`src/hw/wdt_map.svh`:
```
`ifndef WDT_MAP_SVH
`define WDT_MAP_SVH

// ---------------------------------------------------------------------------
// Register offsets and fields
// ---------------------------------------------------------------------------
`define WDT_CTRL_OFFSET      8'h00
`define WDT_STAT_OFFSET      8'h04
`define WDT_ENABLE_BIT       0
`define WDT_PERIOD_LSB       1
`define WDT_PERIOD_MSB       5
`define WDT_CTRL_RESET       8'h16
`define WDT_PERIOD_RESET     5'h0b

// ---------------------------------------------------------------------------
// Timing
// ---------------------------------------------------------------------------
`define WDT_CLK_HZ           200000000
`define WDT_LFOSC_HZ         31000
`define WDT_TICK_US          1000
`define WDT_LFOSC_PER_TICK   ((`WDT_LFOSC_HZ * `WDT_TICK_US) / 1000000)

`endif

```
`src/hw/wdt_pkg.sv`:
```
package wdt_pkg;
  typedef enum logic [1:0] {
    MODE_OFF      = 2'b00,
    MODE_SOFTWARE = 2'b01,
    MODE_AWAKE    = 2'b10,
    MODE_ALWAYS   = 2'b11
  } wdt_mode_t;

  typedef struct packed {
    logic       enter_sleep;
    logic       exit_sleep;
    logic       in_sleep;
    logic       crystal_clock;
    logic       osc_startup_busy;
    logic       osc_fail;
  } power_events_t;

  typedef struct packed {
    logic       device_reset;
    logic       wake;
    logic       timeout_status_flag;
    logic       powerdown_status_flag;
  } wdt_result_t;
endpackage

```
`src/hw/watchdog_timer_unit.sv`:
```
// The register offsets and strobed register access were chosen for this implementation.
`timescale 1ns/1ps
`include "wdt_map.svh"
module watchdog_timer_unit #(
  parameter int TICK_DIV = `WDT_LFOSC_PER_TICK,
  parameter int CNT_W    = 19
) (
  // Clock and reset
  input  wire logic                   mclk,
  input  wire logic                   nrst,
  // Low-frequency oscillator clock, asynchronous
  input  wire logic                   low_freq_internal_osc,
  // Configuration
  input  wire wdt_pkg::wdt_mode_t     watchdog_mode_select,
  input  wire logic                   watchdog_clear_instruction,
  input  wire wdt_pkg::power_events_t power_events,
  // Register port
  input  wire logic [7:0]             reg_addr,
  input  wire logic [7:0]             reg_wdata,
  input  wire logic                   reg_write,
  input  wire logic                   reg_read,
  output logic      [7:0]             reg_rdata,
  // Results
  output wdt_pkg::wdt_result_t        result
);
  import wdt_pkg::*;

  // -------------------------------------------------------------------------
  // Control register
  // -------------------------------------------------------------------------
  logic [4:0] period_reg;
  logic       enable_reg;

  always_ff @(posedge mclk) begin
    if (!nrst) begin
      period_reg <= `WDT_PERIOD_RESET;
      enable_reg <= 1'b0;
    end else if (reg_write && reg_addr == `WDT_CTRL_OFFSET) begin
      period_reg <= reg_wdata[`WDT_PERIOD_MSB:`WDT_PERIOD_LSB];
      enable_reg <= reg_wdata[`WDT_ENABLE_BIT];
    end
  end

  // -------------------------------------------------------------------------
  // Oscillator synchroniser and edge detect
  // -------------------------------------------------------------------------
  // The divider setting of the system oscillator is not an input at all, so
  // its changes cannot disturb the count.
  logic osc_s1_reg;
  logic osc_s2_reg;
  logic osc_s3_reg;
  logic osc_rise;

  always_ff @(posedge mclk) begin
    if (!nrst) begin
      osc_s1_reg <= 1'b0;
      osc_s2_reg <= 1'b0;
      osc_s3_reg <= 1'b0;
    end else begin
      osc_s1_reg <= low_freq_internal_osc;
      osc_s2_reg <= osc_s1_reg;
      osc_s3_reg <= osc_s2_reg;
    end
  end

  assign osc_rise = osc_s2_reg && !osc_s3_reg;

  // -------------------------------------------------------------------------
  // Active decode
  // -------------------------------------------------------------------------
  logic active;

  always_comb begin
    case (watchdog_mode_select)
      MODE_OFF:      active = 1'b0;
      MODE_SOFTWARE: active = enable_reg;
      MODE_AWAKE:    active = !power_events.in_sleep;
      default:       active = 1'b1;
    endcase
  end

  // -------------------------------------------------------------------------
  // Counters
  // -------------------------------------------------------------------------
  logic [5:0]       div_reg;
  logic [CNT_W-1:0] cnt_reg;
  logic             hold_reg;
  logic             clear;
  logic             tick;
  logic             expire;

  // Hold clear after a crystal-clock wake until the start-up timer ends.
  always_ff @(posedge mclk) begin
    if (!nrst) begin
      hold_reg <= 1'b0;
    end else if (power_events.exit_sleep && power_events.crystal_clock) begin
      hold_reg <= 1'b1;
    end else if (!power_events.osc_startup_busy) begin
      hold_reg <= 1'b0;
    end
  end

  assign clear = watchdog_clear_instruction || power_events.osc_fail
              || !active
              || power_events.enter_sleep
              || power_events.exit_sleep || hold_reg
              || power_events.osc_startup_busy;
  assign tick   = osc_rise && (div_reg == 6'(TICK_DIV - 1));
  // Timeout after 2^period ticks, at most 2^CNT_W; the tap moves one bit per step up to period CNT_W.
  assign expire = tick && (cnt_reg == CNT_W'((CNT_W'(1) << period_reg) - 1)) && !clear;

  always_ff @(posedge mclk) begin
    if (!nrst || clear) begin
      div_reg <= 6'h00;
      cnt_reg <= '0;
    end else if (osc_rise) begin
      div_reg <= tick ? 6'h00 : div_reg + 6'h01;
      if (tick) begin
        cnt_reg <= expire ? '0 : cnt_reg + CNT_W'(1);
      end
    end
  end

  // -------------------------------------------------------------------------
  // Results and status flags
  // -------------------------------------------------------------------------
  logic reset_reg;
  logic wake_reg;
  logic to_reg;
  logic pd_reg;

  always_ff @(posedge mclk) begin
    if (!nrst) begin
      reset_reg <= 1'b0;
      wake_reg  <= 1'b0;
    end else begin
      reset_reg <= expire && !power_events.in_sleep;
      wake_reg  <= expire && power_events.in_sleep;
    end
  end

  // Flags are held as the active-low status bits; power-up shows both high.
  always_ff @(posedge mclk) begin
    if (!nrst) begin
      to_reg <= 1'b1;
      pd_reg <= 1'b1;
    end else if (expire) begin
      to_reg <= 1'b0;
      pd_reg <= !power_events.in_sleep;
    end else if (power_events.enter_sleep) begin
      to_reg <= 1'b1;
      pd_reg <= 1'b0;
    end
  end

  assign result = '{device_reset: reset_reg, wake: wake_reg,
                    timeout_status_flag: to_reg, powerdown_status_flag: pd_reg};

  // -------------------------------------------------------------------------
  // Read port
  // -------------------------------------------------------------------------
  always_ff @(posedge mclk) begin
    if (!nrst) begin
      reg_rdata <= 8'h00;
    end else if (reg_read && reg_addr == `WDT_CTRL_OFFSET) begin
      reg_rdata <= {2'b00, period_reg, enable_reg};
    end else if (reg_read && reg_addr == `WDT_STAT_OFFSET) begin
      reg_rdata <= {4'h0, active, hold_reg, to_reg, pd_reg};
    end else begin
      reg_rdata <= 8'h00;
    end
  end

  // Ticks since the last clear or timeout, tallied apart from the live counter so the
  // doubling rule is checked against something other than the compare logic.
  logic [31:0] ref_ticks_reg;

  always_ff @(posedge mclk) begin
    if (!nrst || clear || expire) begin
      ref_ticks_reg <= 32'h0000_0000;
    end else if (tick) begin
      ref_ticks_reg <= ref_ticks_reg + 32'h0000_0001;
    end
  end
endmodule

```
`config.mk`:
```
export PLATFORM = sky130hd
export DESIGN_NAME = watchdog_timer_unit
export DESIGN_NICKNAME = d
export VERILOG_FILES = /design/src/hw/wdt_pkg.sv /design/src/hw/watchdog_timer_unit.sv
export VERILOG_INCLUDE_DIRS = /design/src /design/src/hw
export SDC_FILE = /design/constraint.sdc
export NUM_CORES = 1
export LEC_CHECK = 0
export BUFFER_PORTS_ARGS = -buffer_cell sky130_fd_sc_hd__clkbuf_2
export CELL_PAD_IN_SITES_DETAIL_PLACEMENT = 0
export CELL_PAD_IN_SITES_GLOBAL_PLACEMENT = 1
export CORE_MARGIN = 10
export CORE_UTILIZATION = 35
export DETAILED_ROUTE_END_ITERATION = 10
export PLACE_DENSITY = 0.67
export SETUP_SLACK_MARGIN = 0.1
export SLEW_MARGIN = 10
export SYNTH_ARGS = -nofsm -noshare
export SYNTH_HDL_FRONTEND = slang
export SYNTH_SLANG_ARGS = --single-unit
```
`constraint.sdc`:
```
create_clock -name mclk -period 4.05 [get_ports mclk]
set_clock_uncertainty 0.05 [all_clocks]
set_input_delay 0.81 -clock mclk [delete_from_list [all_inputs] [get_ports mclk]]
set_output_delay 0.81 -clock mclk [all_outputs]
set_load 0.1 [all_outputs]
```
# After elaboration in Yosys (flattened, before gate mapping)
# Cells that the tools add are included.
[word_totals] memories=0 ramBits=0 wordCells=63 regBits=47 mem_bits_ro=0 input_bits=30 out_inout_bits=12 latch_bits=0
[classes] bitwise_logic=1 n_mul=0 n_lt_le_gt_ge=0 shift=1 reduce_logical=27 eq_ne=6 muxes=11 add_sub_neg=3 n_div=0
[ops] operator="adder 19 x 1 -> 19 bit (second input constant)" count=1
[ops] operator="equality test 19 bit" count=1
[ops] operator="2-to-1 mux 19 bit" count=1
[ops] operator="<< shifter 1 x 5 -> 19 bit (first input constant)" count=1
[ops] operator="subtractor 19 x 2 -> 19 bit (second input constant)" count=1
[ops] operator="2-to-1 mux 6 bit" count=2
[ops] operator="logical AND 1 bit" count=10
[ops] operator="equality test 8 x 3 -> 1 bit (second input constant)" count=1
[ops] operator="logical NOT 8 bit" count=1
[ops] operator="logical OR 1 bit" count=7
[ops] operator="adder 6 x 1 -> 6 bit (second input constant)" count=1
[ops] operator="equality test 6 x 5 -> 1 bit (second input constant)" count=1
[ops] operator="2-to-1 mux 1 bit" count=6
[ops] operator="logical NOT 1 bit" count=5
[ops] operator="2-to-1 mux 4 bit" count=1
[ops] operator="case mux 1 bit (3 select lines)" count=1
[ops] operator="equality test 2 x 1 -> 1 bit (second input constant)" count=1
[ops] operator="equality test 2 bit (second input constant)" count=1
[ops] operator="logical NOT 2 bit" count=1
[ops] operator="!= test 2 x 1 -> 1 bit (second input constant)" count=1
[ops] operator="AND reduction 2 bit" count=1
[ops] operator="nonzero test 2 bit" count=1
[ops] operator="OR reduction 2 bit" count=1
[ops] operator="NOT 1 bit" count=1

# Longest topological paths before layout
[depth] ltp_word=11 depth_mapped=15

# Worst setup path after synthesis
# OpenSTA, ideal clock, no wires.
[synth_path] kind="register -> register" from="reg period_reg[3]" to="reg cnt_reg[0]" arrival_time_ns=3.177 path_slack_ns=0.708 required_ns=3.885 n_path_buf=5 stages_incl_launch_ff=16 cell_sequence="dfxtp_1 > buf_2 > buf_6 > clkbuf_1 > nor4_1 > nand2_1 > ha_1 > xnor2_1 > a21o_1 > a2111oi_0 > nand4_1 > or4_1 > buf_2 > o21bai_4 > buf_12 > nor2_2"
[synth_via] elab_chain_len=6
[synth_rtl] item="from (decl)" line="watchdog_timer_unit.sv:31" text="logic [4:0] period_reg;"
[synth_rtl] item="from (signal assigned)" line="watchdog_timer_unit.sv:36" text="period_reg <= `WDT_PERIOD_RESET;"
[synth_rtl] item="from (signal assigned)" line="watchdog_timer_unit.sv:39" text="period_reg <= reg_wdata[`WDT_PERIOD_MSB:`WDT_PERIOD_LSB];"
[synth_rtl] item="<< shifter 1 x 5 -> 19 bit" line="watchdog_timer_unit.sv:110" text="assign expire = tick && (cnt_reg == CNT_W'((CNT_W'(1) << period_reg) - 1)) && !clear;"
[synth_rtl] item="subtractor 19 x 2 -> 19 bit" line="watchdog_timer_unit.sv:110"
[synth_rtl] item="equality test 19 bit" line="watchdog_timer_unit.sv:110"
[synth_rtl] item="logical AND 1 bit (2 in series)" line="watchdog_timer_unit.sv:110"
[synth_rtl] item="2-to-1 mux 19 bit" line="watchdog_timer_unit.sv:119" text="cnt_reg <= expire ? '0 : cnt_reg + CNT_W'(1);"
[synth_rtl] item="to (signal assigned)" line="watchdog_timer_unit.sv:119"
[synth_rtl] item="to (decl)" line="watchdog_timer_unit.sv:86" text="logic [CNT_W-1:0] cnt_reg;"
# Every way passes these cells.
# A chain may end at the register's enable or synchronous reset.

# Worst setup path in the final report
[layout_path] from="reg period_reg[1]" to="reg cnt_reg[10]"
# Same word-level chain as after synthesis.

==> out/summary.txt <==
=================================================================================
Quantity of gates resized following cts ............................            0
Area after DPL .....................................................     2880 um2
Share of layout cells above drive strength 1 .......................        20.7%
Yosys Warn Count ...................................................            0
Ports ..............................................................           42
Post-synthesis async set-or-reset flop share .......................           0%
Die area ...........................................................    11400 um2
First drt pass iteration count .....................................            4
Endpoint arrival time on the critical path .........................      3440 ps
Wire length of the first global-routing pass .......................     10700 um
Clock Sinks ........................................................           45
Number of antenna cells inserted ...................................            0
Reg power frac .....................................................        58.4%
Routability Congestion .............................................        0.789
Clock tree from TritonCTS ..........................................          yes
Clock-pin transition on the worst setup and hold timing paths ......        80 ps
Fraction of power spent switching nets .............................        23.6%
Critical Path End Type .............................................     register
Max Clk Rate .......................................................      304 MHz
Leakage ............................................................      1.11 nW
Antenna Violating Nets Remaining ...................................            0
Switch Pwr .........................................................     0.180 mW
Crit share post-route ..............................................        81.2%
Worst-case hold slack ..............................................       394 ps
Slew at the pin closest to its max-slew limit ......................       549 ps
Outcome ............................................................ complete, no violations
Register area share after synthesis ................................        34.1%
Routed WL ..........................................................      6160 um
Register area ......................................................      901 um2
Net count reported at finish .......................................          371
Data required time at the worst endpoint ...........................      4200 ps
Die width ..........................................................       107 um
H-tree Lvls ........................................................            2
Setup CP Type ...................................................... register to register
Maximum fanout encountered on the critical timing path .............           18
Number of maximum-capacitance violations ...........................            0
CTS hold repair buffers ............................................            0
Cell internal power dissipation ....................................     0.583 mW
Number of flip-flops in the largest register .......................           19
Post-Synthesis Cells ...............................................          307
Area of combinational cells with multiple inputs ...................     1580 um2
Total via count after detailed routing .............................         2192
Worst min-delay path category ...................................... register to register
Worst voltage drop across the vdd grid .............................     0.139 mV
Bufs on Longest Clock Path .........................................            2
Power density over the cells .......................................   258 nW/um2
DR iter-0 viols ....................................................          120
Sum Neg Setup Slack ................................................         0 ps
Maximum number of pins on one net before global-route repair .......           30
Cell area after synthesis ..........................................     2640 um2
Count of final max-slew check failures .............................            0
Total congestion overflow ..........................................            0
Portion of synthesized cell area occupied by the leading cell type .        34.1%
Clock network fraction of design power .............................        35.8%
Number of standard-cell rows in the floorplan ......................           31
Syn avg cell area ..................................................     8.60 um2
Main area contributors after synthesis ............................. dfxtp_1 (34%), xor2_1 (7.6%), nor2_1 (4.3%)
Flops & latches, synth .............................................           45
Crit path time final ...............................................      3290 ps
Port-buffer cells ..................................................           37
Syn-to-layout area delta ...........................................        12.1%
Clock Latency Late Sink ............................................       300 ps
Floorplan core area ................................................     7290 um2
Count of different cell masters after synthesis ....................           62
RSZ-0062 raised after global routing ...............................        false
WL per Instance ....................................................      14.1 um
Starting utilization of the core area ..............................        36.2%
Most numerous cell types in the synthesized netlist ................ dfxtp_1 (45), nor2_1 (30), nand2_1 (24)
CTS buffer count ...................................................            5
Antenna violations before repair ...................................            0
All-Layer GR Usage .................................................        11.2%
Number of synthesized flops with an enable pin .....................            0
Number of setup violations in the final report .....................            0
Hold Vio Cnt, Final ................................................            0
Top flip-flop cell by instance count after synthesis ...............      dfxtp_1
Master cell of the clock root buffer ...............................     clkbuf_8
Worst slew margin relative to its limit ............................        63.6%
Setup bufs post-CTS ................................................            0
Fill count .........................................................          788
Combinational cell fraction of total power .........................         5.7%
HPWL Detailed ......................................................      4680 um
Vias in the first global route .....................................         2161
Area of all placed cells without fillers ...........................     2960 um2
Most frequent cell after synthesis .................................      dfxtp_1
Post-synthesis cell type with the largest combined area ............      dfxtp_1
Worst setup SP type ................................................     register
Height of the die ..................................................       107 um
Vias per cell ......................................................         5.02
Remaining routing DRC violations ...................................            0
=================================================================================
cell families (layout without fill, tap and decap cells):
logic type      count (synthesis)  count (layout)  share of synthesized area (%)
simple gates                  141             141                           30.1
mux                            11              11                           4.22
flops                          45              45                           34.1
xor+xnor                       32              32                           11.7
other cells                     1               2                          0.142
buf+inv                        28              58                           6.25
compound gates                 45              45                           11.6
fa+ha+maj                       4               4                           1.89
path summary, 6_finish.rpt:
kind	start	end	slack, ps	cells after the start
worst max-delay path	period_reg[1]	cnt_reg[10]	760	12
worst min-delay path	osc_s1_reg	osc_s2_reg	390	1
worst max register to register	period_reg[1]	cnt_reg[10]	760	12
worst min register to register	osc_s1_reg	osc_s2_reg	390	1
critical path, cell delays in order (launching register included):
cell	delay, ps
dfxtp_1	450
buf_4	240
nor3_1	200
nand2_1	90
ha_1	310
xnor2_1	130
a21o_1	160
a2111oi_0	290
nand4_1	130
or4_1	690
o21bai_4	210
buf_12	170
nor2_1	60
per-layer routing:
layer	share of wire (%)	routed length [um]	GRT usage, %	vias up
met1	48	2960	14.7	1016
met2	47	2900	18.3	35
met5	0	0	0	-
met3	4.0	245	2.34	7
met4	0.91	56	2.90	0
li1	-	-	-	1134
cell type report:
| cell class | count | area share [%] |
|---|---|---|
| Inverter | 6 | 0.761 |
| Sequential cell | 45 | 30.4 |
| Clock buffer | 7 | 2.58 |
| Multi-Input combinational cell | 235 | 53.3 |
| Clock inverter | 1 | 0.254 |
| Timing Repair Buffer | 44 | 8.45 |
| Tap cell | 99 | 4.18 |
power by group through the flow:
stage               logic (mW)  registers (mW)  clock network [mW]
floorplan               0.0295           0.457                   0
global placement        0.0438           0.457                   0
detailed placement      0.0442           0.457                   0
CTS                     0.0443           0.446               0.285
global route            0.0482           0.447               0.300
finish                  0.0439           0.446               0.273
cells in the final DEF, fill, tap and decap left out, drive strengths merged, types with 5 or more instances in the layout:
master | netlist | routed
nor3 | 10 | 10
xnor2 | 7 | 7
dfxtp | 45 | 45
clkbuf | 7 | 44
nand4 | 9 | 9
or4 | 5 | 5
o21ai | 10 | 10
a21oi | 13 | 13
and3 | 5 | 5
and2 | 5 | 5
nand2 | 24 | 24
xor2 | 23 | 23
nor2b | 8 | 8
nand3 | 13 | 13
nor2 | 40 | 40
inv | 6 | 6
buf | 15 | 7
mux2i | 10 | 10
metrics by stage:
| stage | cells | setup slack, ps | power (mW) | util, % |
|---|---|---|---|---|
| floorplan | 308 | 708 | 0.486 | - |
| global placement | 429 | 649 | 0.501 | 39.4 |
| detailed placement | 429 | 669 | 0.501 | 39.4 |
| CTS | 437 | 743 | 0.776 | 40.6 |
| global route | 437 | 522 | 0.795 | 40.6 |
| finish | 437 | 762 | 0.764 | 40.6 |
No activity file was read; power rests on OpenSTA's default activity.
